==> config.mk <==
export PLATFORM = sky130hd
export DESIGN_NAME = logic_supply_monitor
export DESIGN_NICKNAME = d
export VERILOG_FILES = /design/src/hw/supply_mon_pkg.sv /design/src/hw/filter_if.sv /design/src/hw/logic_supply_monitor.sv /design/src/hw/level_filter.sv
export SDC_FILE = /design/constraint.sdc
export NUM_CORES = 1
export LEC_CHECK = 0
export ABC_AREA = 1
export BUFFER_PORTS_ARGS = -buffer_cell sky130_fd_sc_hd__buf_2
export CAP_MARGIN = 40
export CORE_AREA = 2 2 170 172
export CTS_CLUSTER_DIAMETER = 50
export DETAILED_ROUTE_END_ITERATION = 16
export DIE_AREA = 0 0 172 174
export PLACE_DENSITY = 0.61
export SLEW_MARGIN = 0
export SYNTH_ARGS = -nofsm -noshare
export SYNTH_HDL_FRONTEND = slang
export SYNTH_HIERARCHICAL = 1
export SYNTH_SLANG_ARGS = --single-unit
==> constraint.sdc <==
create_clock -name clk -period 3.5 [get_ports clk]
set_clock_uncertainty 0.1 [all_clocks]
set_input_delay 0.35 -clock clk [delete_from_list [all_inputs] [get_ports clk]]
set_output_delay 0.35 -clock clk [all_outputs]
set_load 0.03 [all_outputs]
==> src/hw/supply_mon_pkg.sv <==
package supply_mon_pkg;

    // ==========================================================
    // Clock and timing
    // ==========================================================
    localparam int unsigned CLK_MHZ = 200;
    localparam int unsigned FILT_TIME_US = 2000;
    localparam int unsigned LOW_PIN_TIME_US = 415000;
    localparam int unsigned HOLD_TIME_US = 2000;
    localparam int unsigned MS_TIME_US = 1000;
    localparam int unsigned FILT_CYCLES = FILT_TIME_US * CLK_MHZ;
    localparam int unsigned LOW_PIN_CYCLES = LOW_PIN_TIME_US * CLK_MHZ;
    localparam int unsigned HOLD_CYCLES = HOLD_TIME_US * CLK_MHZ;
    localparam int unsigned MS_CYCLES = MS_TIME_US * CLK_MHZ;

    // ==========================================================
    // Over-voltage duration ranges in milliseconds
    // ==========================================================
    localparam logic [9:0] DUR_MS_10 = 10'h00a;
    localparam logic [9:0] DUR_MS_30 = 10'h01e;
    localparam logic [9:0] DUR_MS_100 = 10'h064;
    localparam logic [9:0] DUR_MS_300 = 10'h12c;
    localparam logic [9:0] DUR_MS_1000 = 10'h3e8;

    localparam logic [2:0] CODE_UNUSED = 3'h0;
    localparam logic [2:0] CODE_NONE = 3'h1;
    localparam logic [2:0] CODE_TO_10 = 3'h2;
    localparam logic [2:0] CODE_TO_30 = 3'h3;
    localparam logic [2:0] CODE_TO_100 = 3'h4;
    localparam logic [2:0] CODE_TO_300 = 3'h5;
    localparam logic [2:0] CODE_TO_1000 = 3'h6;
    localparam logic [2:0] CODE_OVER_1000 = 3'h7;

    // ==========================================================
    // Answer frame field positions (16-bit frames)
    // ==========================================================
    localparam int unsigned FRAME_W = 16;
    localparam int unsigned F8A_LOW_LATCHED = 1;
    localparam int unsigned F8A_HIGH_LATCHED = 2;
    localparam int unsigned F12B_LOW_LIVE = 0;
    localparam int unsigned F12B_HIGH_LIVE = 1;
    localparam int unsigned F12A_CODE_LSB = 9;
    localparam int unsigned F12A_CODE_MSB = 11;

endpackage

==> src/hw/filter_if.sv <==
`timescale 1ns/100ps
// Raw comparator level in, filtered level out.
interface filter_if;
    logic raw;
    logic filt;
    modport owner (output raw, input filt);
    modport filter (input raw, output filt);
endinterface

==> src/hw/logic_supply_monitor.sv <==
`timescale 1ns/100ps
// Operation
// - Disable bridge after under-voltage holds for the first filter time.
// - Pull fault pin low after under-voltage holds for the long filter time.
// - End under-voltage only after first filter time; keep configuration.
// - Release pin after under-voltage only once minimum hold time passed.
// - Latched under-voltage flag sits at bit 1 of frame 8a.
// - Live under-voltage flag sits at bit 0 of frame 12b.
// - Hold bridge disabled while filtered over-voltage is present.
// - Pull fault pin low when over-voltage filter expires.
// - Release pin after over-voltage when removal filtered and hold expired.
// - Keep bridge disabled until filtered over-voltage removal.
// - Over-voltage latched at bit 2 of 8a, live at bit 1 of 12b.
// - Forward filtered over-voltage to global failure logic.
// - Start duration counter when filtered over-voltage begins.
// - Duration counter stops at maximum or when over-voltage ends.
// - Duration is 3-bit latched code; 000 unused, 001 no event default.
// - Codes 010 to 111 cover ranges up to and beyond 1000 ms.
// - Duration code sits at bits 11 to 9 of frame 12a.
// - New event replaces code unless shorter than range already held.
// - Reading code clears it; persisting event restarts the counter.
// - Reset returns all settings and status to defaults.
// - Reset asserts and is released in step with the clock.
module logic_supply_monitor
    import supply_mon_pkg::*;
#(
    parameter int unsigned FILT_LIMIT = FILT_CYCLES,
    parameter int unsigned LOW_PIN_LIMIT = LOW_PIN_CYCLES,
    parameter int unsigned HOLD_LIMIT = HOLD_CYCLES,
    parameter int unsigned MS_LIMIT = MS_CYCLES
) (
    input wire logic clk,
    input wire logic rst_n,
    input wire logic low_cmp,
    input wire logic high_cmp,
    input wire logic code_read,
    input wire logic diag_clear,
    output logic bridge_disable,
    output logic fault_pin_level,
    output logic fault_pin_oe,
    output logic high_to_global_fail,
    output logic [FRAME_W-1:0] frame_8a,
    output logic [FRAME_W-1:0] frame_12a,
    output logic [FRAME_W-1:0] frame_12b
);
    // ==========================================================
    // Comparator synchronisers
    // ==========================================================
    logic [1:0] cmp_meta_ff;
    logic [1:0] cmp_sync_ff;

    // Comparators are asynchronous; the first stage feeds only the second.
    always_ff @(posedge clk) begin
        if (!rst_n) begin
            cmp_meta_ff <= 2'h0;
            cmp_sync_ff <= 2'h0;
        end else begin
            cmp_meta_ff <= {high_cmp, low_cmp};
            cmp_sync_ff <= cmp_meta_ff;
        end
    end

    // ==========================================================
    // Filters
    // ==========================================================
    filter_if low_f ();
    filter_if high_f ();
    logic low_filt;
    logic high_filt;

    assign low_f.raw = cmp_sync_ff[0];
    assign high_f.raw = cmp_sync_ff[1];
    assign low_filt = low_f.filt;
    assign high_filt = high_f.filt;

    level_filter #(.LIMIT(FILT_LIMIT)) u_low_filter (
        .clk(clk),
        .rst_n(rst_n),
        .port(low_f.filter)
    );

    level_filter #(.LIMIT(FILT_LIMIT)) u_high_filter (
        .clk(clk),
        .rst_n(rst_n),
        .port(high_f.filter)
    );

    // ==========================================================
    // Long under-voltage timer for the fault pin
    // ==========================================================
    logic [31:0] low_long_cnt_ff;
    logic low_long_ff;

    // Counts only while the raw under-voltage stays asserted without a break.
    always_ff @(posedge clk) begin
        if (!rst_n) begin
            low_long_cnt_ff <= 32'h0;
        end else if (!cmp_sync_ff[0] || low_long_ff) begin
            low_long_cnt_ff <= 32'h0;
        end else begin
            low_long_cnt_ff <= low_long_cnt_ff + 32'h1;
        end
    end

    // The pin request ends only when the filtered condition is removed.
    always_ff @(posedge clk) begin
        if (!rst_n) begin
            low_long_ff <= 1'b0;
        end else if (!low_long_ff &&
                     low_long_cnt_ff == 32'(LOW_PIN_LIMIT - 1)) begin
            low_long_ff <= 1'b1;
        end else if (!low_filt && !cmp_sync_ff[0]) begin
            low_long_ff <= 1'b0;
        end
    end

    // ==========================================================
    // Fault pin with minimum hold
    // ==========================================================
    logic pin_fault;
    logic [31:0] hold_cnt_ff;
    logic hold_done;
    logic pin_oe_ff;

    assign pin_fault = low_long_ff | high_filt;
    assign hold_done = hold_cnt_ff == 32'(HOLD_LIMIT - 1);

    // Hold time is measured from the moment the pin went low.
    always_ff @(posedge clk) begin
        if (!rst_n) begin
            hold_cnt_ff <= 32'h0;
        end else if (!pin_oe_ff) begin
            hold_cnt_ff <= 32'h0;
        end else if (!hold_done) begin
            hold_cnt_ff <= hold_cnt_ff + 32'h1;
        end
    end

    // Release needs both the fault gone and the hold expired.
    always_ff @(posedge clk) begin
        if (!rst_n) begin
            pin_oe_ff <= 1'b0;
        end else if (pin_fault) begin
            pin_oe_ff <= 1'b1;
        end else if (hold_done) begin
            pin_oe_ff <= 1'b0;
        end
    end

    // ==========================================================
    // Bridge disable and global failure feed
    // ==========================================================
    logic bridge_dis_ff;
    logic fail_ff;
    logic pin_o_ff;

    // Disable follows the filtered levels, so removal is filtered too.
    always_ff @(posedge clk) begin
        if (!rst_n) begin
            bridge_dis_ff <= 1'b1;
            fail_ff <= 1'b0;
            pin_o_ff <= 1'b0;
        end else begin
            bridge_dis_ff <= low_filt | high_filt;
            fail_ff <= high_filt;
            pin_o_ff <= 1'b0;
        end
    end

    // ==========================================================
    // Latched flags
    // ==========================================================
    logic low_latched_ff;
    logic high_latched_ff;

    // A live condition in the clear cycle keeps the flag set.
    always_ff @(posedge clk) begin
        if (!rst_n) begin
            low_latched_ff <= 1'b0;
            high_latched_ff <= 1'b0;
        end else begin
            low_latched_ff <= low_filt | (low_latched_ff & ~diag_clear);
            high_latched_ff <= high_filt | (high_latched_ff & ~diag_clear);
        end
    end

    // ==========================================================
    // Over-voltage duration measurement
    // ==========================================================
    logic high_filt_d_ff;
    logic high_start;
    logic [31:0] tick_cnt_ff;
    logic [9:0] ms_cnt_ff;
    logic running;
    logic [2:0] cur_code;
    logic [2:0] code_ff;

    assign high_start = (high_filt & ~high_filt_d_ff) |
                        (high_filt & code_read);
    assign running = high_filt && ms_cnt_ff < DUR_MS_1000;

    always_ff @(posedge clk) begin
        if (!rst_n) begin
            high_filt_d_ff <= 1'b0;
        end else begin
            high_filt_d_ff <= high_filt;
        end
    end

    // Millisecond prescaler and counter; saturating at the top range
    // keeps the counter narrow.
    always_ff @(posedge clk) begin
        if (!rst_n) begin
            tick_cnt_ff <= 32'h0;
            ms_cnt_ff <= 10'h0;
        end else if (high_start) begin
            tick_cnt_ff <= 32'h0;
            ms_cnt_ff <= 10'h0;
        end else if (running) begin
            if (tick_cnt_ff == 32'(MS_LIMIT - 1)) begin
                tick_cnt_ff <= 32'h0;
                ms_cnt_ff <= ms_cnt_ff + 10'h1;
            end else begin
                tick_cnt_ff <= tick_cnt_ff + 32'h1;
            end
        end
    end

    // Range lookup of the elapsed time.
    always_comb begin
        if (ms_cnt_ff < DUR_MS_10) begin
            cur_code = CODE_TO_10;
        end else if (ms_cnt_ff < DUR_MS_30) begin
            cur_code = CODE_TO_30;
        end else if (ms_cnt_ff < DUR_MS_100) begin
            cur_code = CODE_TO_100;
        end else if (ms_cnt_ff < DUR_MS_300) begin
            cur_code = CODE_TO_300;
        end else if (ms_cnt_ff < DUR_MS_1000) begin
            cur_code = CODE_TO_1000;
        end else begin
            cur_code = CODE_OVER_1000;
        end
    end

    // A read clears to no-event; a live event restarts at the first range.
    // The start cycle is skipped so a stale count cannot raise the code.
    always_ff @(posedge clk) begin
        if (!rst_n) begin
            code_ff <= CODE_NONE;
        end else if (code_read) begin
            code_ff <= high_filt ? CODE_TO_10 : CODE_NONE;
        end else if (high_filt && !high_start && cur_code > code_ff) begin
            code_ff <= cur_code;
        end
    end

    // ==========================================================
    // Answer frame fields
    // ==========================================================
    logic [FRAME_W-1:0] f8a_ff;
    logic [FRAME_W-1:0] f12a_ff;
    logic [FRAME_W-1:0] f12b_ff;

    // Frames are re-registered each cycle; unused bits read as zero.
    always_ff @(posedge clk) begin
        if (!rst_n) begin
            f8a_ff <= '0;
            f12a_ff <= '0;
            f12b_ff <= '0;
        end else begin
            f8a_ff <= '0;
            f12a_ff <= '0;
            f12b_ff <= '0;
            f8a_ff[F8A_LOW_LATCHED] <= low_latched_ff;
            f8a_ff[F8A_HIGH_LATCHED] <= high_latched_ff;
            f12b_ff[F12B_LOW_LIVE] <= low_filt;
            f12b_ff[F12B_HIGH_LIVE] <= high_filt;
            f12a_ff[F12A_CODE_MSB:F12A_CODE_LSB] <= code_ff;
        end
    end

    assign bridge_disable = bridge_dis_ff;
    assign fault_pin_level = pin_o_ff;
    assign fault_pin_oe = pin_oe_ff;
    assign high_to_global_fail = fail_ff;
    assign frame_8a = f8a_ff;
    assign frame_12a = f12a_ff;
    assign frame_12b = f12b_ff;

    // ==========================================================
    // Assertions
    // ==========================================================
    AST_PIN_LONG_LOW: assert property (@(posedge clk) disable iff (!rst_n)
        $rose(low_long_ff) |->
        $past(low_long_cnt_ff) == 32'(LOW_PIN_LIMIT - 1))
        else $error("long under-voltage set at wrong count");
    AST_PIN_HOLD: assert property (@(posedge clk) disable iff (!rst_n)
        $fell(pin_oe_ff) |-> $past(hold_done))
        else $error("fault pin released before hold time");
    AST_PIN_HIGH: assert property (@(posedge clk) disable iff (!rst_n)
        high_filt |=> pin_oe_ff)
        else $error("fault pin not driven during over-voltage");
    AST_PIN_REL: assert property (@(posedge clk) disable iff (!rst_n)
        $fell(pin_oe_ff) |-> !$past(high_filt) && !$past(low_long_ff))
        else $error("fault pin released with fault present");
    AST_BRIDGE: assert property (@(posedge clk) disable iff (!rst_n)
        (low_filt || high_filt) |=> bridge_dis_ff)
        else $error("bridge not disabled during supply fault");
    AST_BRIDGE_FREE: assert property (@(posedge clk) disable iff (!rst_n)
        !low_filt && !high_filt ##1 !low_filt && !high_filt
        |-> !bridge_dis_ff)
        else $error("bridge held disabled without fault");
    AST_LATCH_HOLD: assert property (@(posedge clk) disable iff (!rst_n)
        low_latched_ff && !diag_clear |=> low_latched_ff)
        else $error("latched flag lost without clear");
    AST_LIVE_FRAME: assert property (@(posedge clk) disable iff (!rst_n)
        high_filt |=> f12b_ff[F12B_HIGH_LIVE]
        ##1 f8a_ff[F8A_HIGH_LATCHED])
        else $error("over-voltage flags missing in frames");
    AST_CODE_USED: assert property (@(posedge clk) disable iff (!rst_n)
        code_ff != CODE_UNUSED)
        else $error("duration code holds unused value");
    AST_CODE_KEEP: assert property (@(posedge clk) disable iff (!rst_n)
        !code_read |=> code_ff >= $past(code_ff))
        else $error("duration code shrank without read");
    AST_READ_CLR: assert property (@(posedge clk) disable iff (!rst_n)
        code_read && !high_filt |=> code_ff == CODE_NONE)
        else $error("duration code not cleared on read");
    AST_FAIL: assert property (@(posedge clk) disable iff (!rst_n)
        high_filt |=> fail_ff)
        else $error("over-voltage not forwarded to failure logic");

    COV_LONG_LOW: cover property (@(posedge clk) disable iff (!rst_n)
        $rose(low_long_ff));
    COV_CODE_30: cover property (@(posedge clk) disable iff (!rst_n)
        code_ff == CODE_TO_30);
    COV_RELEASE: cover property (@(posedge clk) disable iff (!rst_n)
        $fell(pin_oe_ff));
    COV_READ_LIVE: cover property (@(posedge clk) disable iff (!rst_n)
        code_read && high_filt);
endmodule

==> src/hw/level_filter.sv <==
`timescale 1ns/100ps
module level_filter #(
    parameter int unsigned LIMIT = 400000
) (
    input wire logic clk,
    input wire logic rst_n,
    filter_if.filter port
);
    // ==========================================================
    // Symmetric digital filter
    // ==========================================================
    logic [31:0] cnt_ff;
    logic filt_ff;

    assign port.filt = filt_ff;

    // Count only while raw differs from the filtered level; any return
    // before expiry restarts the count, so glitches never get through.
    always_ff @(posedge clk) begin
        if (!rst_n) begin
            cnt_ff <= 32'h0;
        end else if (port.raw == filt_ff) begin
            cnt_ff <= 32'h0;
        end else if (cnt_ff == 32'(LIMIT - 1)) begin
            cnt_ff <= 32'h0;
        end else begin
            cnt_ff <= cnt_ff + 32'h1;
        end
    end

    // The filtered level follows raw once the full time has passed.
    always_ff @(posedge clk) begin
        if (!rst_n) begin
            filt_ff <= 1'b0;
        end else if (port.raw != filt_ff && cnt_ff == 32'(LIMIT - 1)) begin
            filt_ff <= port.raw;
        end
    end

    AST_FILT_TIME: assert property (@(posedge clk) disable iff (!rst_n)
        filt_ff != $past(filt_ff) |-> $past(cnt_ff) == 32'(LIMIT - 1))
        else $error("filtered level changed before filter time");
endmodule

Word level (Yosys, flattened, before mapping)
Index checks and enable logic that the tools add are counted.

storage, ports and cells
  register bits after elaboration = 233
  input port bits = 6
  output and inout bits = 52

cells by class
  add/sub/neg operators = 6
  order comparisons = 6
  eq/ne operators = 9
  muxes and demuxes = 13
  bitwise gates (word level) = 12
  reduce and logical (&&, ||, !) cells = 21

operator list
  kind                                                   count
  adder 32 x 1 -> 32 bit, second input constant          5
  equality test 32 x 19 -> 1 bit, second input constant  3
  equality test 32 x 18 -> 1 bit, second input constant  1
  equality test 32 x 27 -> 1 bit, second input constant  1
  2-to-1 mux 32 bit                                      1
  2-to-1 mux 3 bit                                       4
  adder 10 x 1 -> 10 bit, second input constant          1
  < comparator 10 bit, second input constant             1
  < comparator 10 x 4 -> 1 bit, second input constant    1
  < comparator 10 x 5 -> 1 bit, second input constant    1
  < comparator 10 x 7 -> 1 bit, second input constant    1
  < comparator 10 x 9 -> 1 bit, second input constant    1
  logical AND 1 bit                                      7
  2-to-1 mux 2 bit                                       3
  nonzero test 2 bit                                     3
  OR reduction 3 bit                                     2
  2-to-1 mux 1 bit                                       5
  bitwise OR 1 bit                                       5
  bitwise AND 1 bit                                      4
  logical NOT 1 bit                                      4
  AND reduction 2 bit                                    2
  OR reduction 2 bit                                     2
  > comparator 3 bit                                     1
  inverter 1 bit                                         3
  other kinds (3)                                        5

Longest topological paths before layout
  depth in word-level cells = 10
  gate-level depth with buffers = 18

Modules after synthesis
Netlist, hierarchy kept.

modules (own cells, without submodules)
  module                times used  cells each  area each (um^2)  seq. area each (um^2)
  logic_supply_monitor  1           1124        7205.7            2502.4
  level_filter          2           318         1911.8            660.6

Worst setup path after synthesis
OpenSTA, ideal clock, no wires.

  path kind = register to register
  start = register ms_cnt_ff[2]
  end = register code_ff[0]
  setup time = 0.112 ns
  arrival time = 1.899 ns
  data required time = 3.288 ns
  slack = 1.389 ns
  cell stages (with the launch flop) = 15
  clock period less this slack = 2.111 ns
  path through = dfxtp_1 clkbuf_1 nand2_1 nor3_1 or2_1 nand2_1 ha_1 nand3_1 nand3_1 a21oi_1 nor2_1 nand2_1 nand2_1 inv_1 nand2_1

on the way
  longest elaborated chain between the ends = 9

RTL lines
  element                       RTL line                     RTL
  start: declaration            logic_supply_monitor.sv:193  logic [9:0] ms_cnt_ff;
  start signal: assignment      logic_supply_monitor.sv:222  ms_cnt_ff <= ms_cnt_ff + 10'h1;
  < comparator 10 bit           logic_supply_monitor.sv:239  end else if (ms_cnt_ff < DUR_MS_1000) begin
  2-to-1 mux 1 bit              logic_supply_monitor.sv:239
  2-to-1 mux 2 bit              logic_supply_monitor.sv:237  end else if (ms_cnt_ff < DUR_MS_300) begin
  2-to-1 mux 2 bit              logic_supply_monitor.sv:235  end else if (ms_cnt_ff < DUR_MS_100) begin
  2-to-1 mux 3 bit              logic_supply_monitor.sv:233  end else if (ms_cnt_ff < DUR_MS_30) begin
  2-to-1 mux 3 bit (*)          logic_supply_monitor.sv:231  if (ms_cnt_ff < DUR_MS_10) begin
  > comparator 3 bit            logic_supply_monitor.sv:253  end else if (high_filt && !high_start && cur_code > code_ff) begin
  logical AND 1 bit             logic_supply_monitor.sv:253
  nonzero test 2 bit (no line)  n/a
  end signal: assignment        logic_supply_monitor.sv:252  code_ff <= high_filt ? CODE_TO_10 : CODE_NONE;
  end signal: assignment        logic_supply_monitor.sv:254  code_ff <= cur_code;
  end: declaration              logic_supply_monitor.sv:196  logic [2:0] code_ff;

Mark *: on every way between the ends. The rest lies on a longest branch, timed or not. The select of a mux whose other input is x is not followed.
A chain may end at the register's enable or synchronous reset.

Worst setup path after layout
  start = register ms_cnt_ff[3]
  end = register code_ff[0]

Same word-level chain as after synthesis.

==> metrics.txt <==
status finished, final reports clean; actual slew at the worst max-slew pin 0.645 ns; hpwl dp 19,700 um; register area share after synthesis 0.347; power density over the cells 364 nW/um^2; Layout area overhead 8.64%; initial antenna violation count 0; P_leak 4.20 nW; clk_lat worst skew 0.44 ns; Mapped Cells 1,760; commonest non-fill, non-tap cell in the layout nand2_1; area leader, netlist dfxtp_1; WL per Instance 11.9 um; Yosys top cell area share 0.347; Root Driver clkbuf_16; Worst Path Max Fanout 6; post-synthesis register bit count 191; vias in the first global route 9,294; First-pass DRT Iterations 5; placed cells 2,141; largest net degree at the start of global routing 32; CTS Buf Count 17; Tmin final 2.30 ns; number of diodes 0; Vert. Die Dim 174 um; Hold Crit Class primary input to flop; Congestion Overflow GR 0; Fillers 3,028; htree depth 4; Die Wd 172 um; drt total wl 25,800 um; FF+latch area 3820 sq um; global router's overall resource usage 0.178; leading cell types in the layout, fill and taps excluded nand2_1 (522), nor2_1 (316), inv_1 (209); Startpoint Class flop; Max-Cap Viols 0; final setup fails 0; Reg2Reg Depth 13; R2R Path Start ms_cnt_ff[3]; Final Hold Viols 0; DR DRC count 0; Slew Viols, Final 0; WHS Path Cells 2; share of layout cells above drive strength 1 0.0692; hold_ws 0.0171 ns; input/output buffers 15; Hold Path End low_latched_ff; CTS tree done; DR vias 10,272; Core Util, Final 0.424; CP arrival 2.55 ns; initial drt markers 600; core area 28,200 sq um; syn_area_per_cell 6.27 sq um; Max VDD drop 285 uV; die area 29,900 sq um; reg2reg end code_ff[0]; worst hold start diag_clear; Starting Density 0.391; IO Pins 58; Power Total 4.36 mW; CTS Buffer Depth 2; main area contributors after synthesis dfxtp_1 (35%), nand2_1 (18%), nor2_1 (11%); clock-pin slew on the worst setup and hold paths 0.08 ns; slew margin rel. 0.569; synthesized cell area 11,000 sq um; Worst Path Class, Setup flop to flop; CTS Sinks 191; Routed Antenna Nets 0; Net Sw Frac 0.257; Via density 4.72; Comb power frac 0.025; global-route wire length before repair 43,600 um; Yosys Warn Count 6; Netlist cell types 41; post-route insts no fill 2,175; RD Place Congestion 0.906; crit end category flop; nets 1,793; Clock Power Share 0.475; NetSw 1.12 mW; Row Count 62; Critical Path RT 3.75 ns; Reg power frac 0.500; Tcrit/Tclk final 0.658; footprint of the multi-input gates 6100 sq um; Pint 3.24 mW; Setup Buffers After CTS 0; setup_tns 0 ns; Fmax achieved 0.434 GHz; RSZ-0062 raised after global routing no; R2R Setup Slk 1.20 ns
[worst max path at each step]
stage,end,from,slack (ns),cells after the start
floorplan,code_ff[0],ms_cnt_ff[2],1.39,14
global placement,code_ff[0],ms_cnt_ff[3],1.24,13
detailed placement,code_ff[0],ms_cnt_ff[3],1.21,13
CTS,code_ff[0],ms_cnt_ff[3],1.20,13
global route,code_ff[0],ms_cnt_ff[3],0.87,12
finish,code_ff[0],ms_cnt_ff[3],1.20,13
[power groups by stage]
stage / logic (mW) / clock network [mW] / registers [mW]
3_5_place_dp: 0.106 / 0 / 2.23
3_3_place_gp: 0.106 / 0 / 2.23
5_1_grt: 0.117 / 2.22 / 2.18
6_report: 0.108 / 2.07 / 2.18
4_1_cts: 0.108 / 2.13 / 2.18
2_1_floorplan: 0.125 / 0 / 2.23
[worst max-delay path: stages (launching register included)]
cell     delay [ns]
dfxtp_1        0.43
inv_2          0.08
nor3_1         0.30
or2_1          0.22
nand2_1        0.11
ha_1           0.30
nand3_1        0.07
nand3_1        0.06
a21oi_1        0.21
nor2_1         0.11
nand2_1        0.07
nand2_1        0.04
inv_1          0.06
nand2_1        0.04
[cell families after synthesis]
kind of cell               synth area share
AOI/OAI and AO/OA                    0.0608
xor gates and xnor gates             0.0397
DFF                                   0.347
buffers and inverters                 0.115
adders and majority gates            0.0102
other                              0.000340
and+or+nand+nor                       0.428
[per-layer routing]
metal / vias up / part of all wire / GRT usage / routed length (um)
met2: 153 / 0.45 / 0.290 / 11700
met3: 18 / 0.033 / 0.0285 / 854
met1: 4655 / 0.50 / 0.248 / 13000
met4: 0 / 0.010 / 0.0410 / 269
met5: - / 0 / 0 / 0
li1: 5446 / - / - / -
[sequential cells by signal (all words and copies together) (netlist names)]
| register | cells |
|---|---|
| bridge_disable | 1 |
| cmp_meta_ff | 2 |
| cmp_sync_ff | 2 |
| code_ff | 3 |
| fault_pin_oe | 1 |
| frame_12a | 3 |
| frame_12b | 1 |
| frame_8a | 2 |
| high_filt_d_ff | 1 |
| high_latched_ff | 1 |
| hold_cnt_ff | 32 |
| low_latched_ff | 1 |
| low_long_cnt_ff | 32 |
| low_long_ff | 1 |
| ms_cnt_ff | 10 |
| tick_cnt_ff | 32 |
| u_high_filter/cnt_ff | 32 |
| u_high_filter/port.filt | 1 |
| u_low_filter/cnt_ff | 32 |
| u_low_filter/port.filt | 1 |
[area by class of cell]
type,count,area share
multi-input combinational,1329,0.509
sequential,191,0.319
inverter,218,0.0684
tap,384,0.0401
clock buffer,17,0.0355
clock inverter,15,0.0174
timing repair buffer,21,0.0104
[per-stage QoR]
stage / setup WS (ns) / cell area, sq um
after global placement: 1.24 / 11300
after global routing: 0.872 / 12000
after detailed placement: 1.21 / 11300
final: 1.20 / 12000
after floorplan: 1.39 / 11200
after CTS: 1.20 / 12000
[synth_stat cells]
cell type and number:
a211oi_1 1, a21o_1 2, a21oi_1 93, a31oi_1 5
and2_1 2, and3_1 2, buf_2 4, buf_4 48
buf_6 3, clkbuf_1 8, clkinv_2 1, conb_1 1
dfxtp_1 191, ha_1 9, inv_1 209, inv_2 8
nand2_1 522, nand2_2 15, nand2_4 4, nand3_1 107
nand3_2 4, nand3b_1 3, nand4_1 36, nor2_1 316
nor2_2 16, nor2_4 12, nor2_8 1, nor3_1 41
nor3_2 3, nor4_1 3, o2111ai_1 1, o21a_1 1
o21ai_0 23, o21ai_1 1, o21bai_1 1, o31ai_1 1
or2_0 3, or2_1 1, or2_2 8, xnor2_1 18
xor2_1 32
[repair_timing]
item | CTS | global route
resized for setup | 0 | 0
endpoints found under the hold margin | 2 | 0
hold buffers | 2 | 0
No activity file was read; power rests on OpenSTA's default activity.
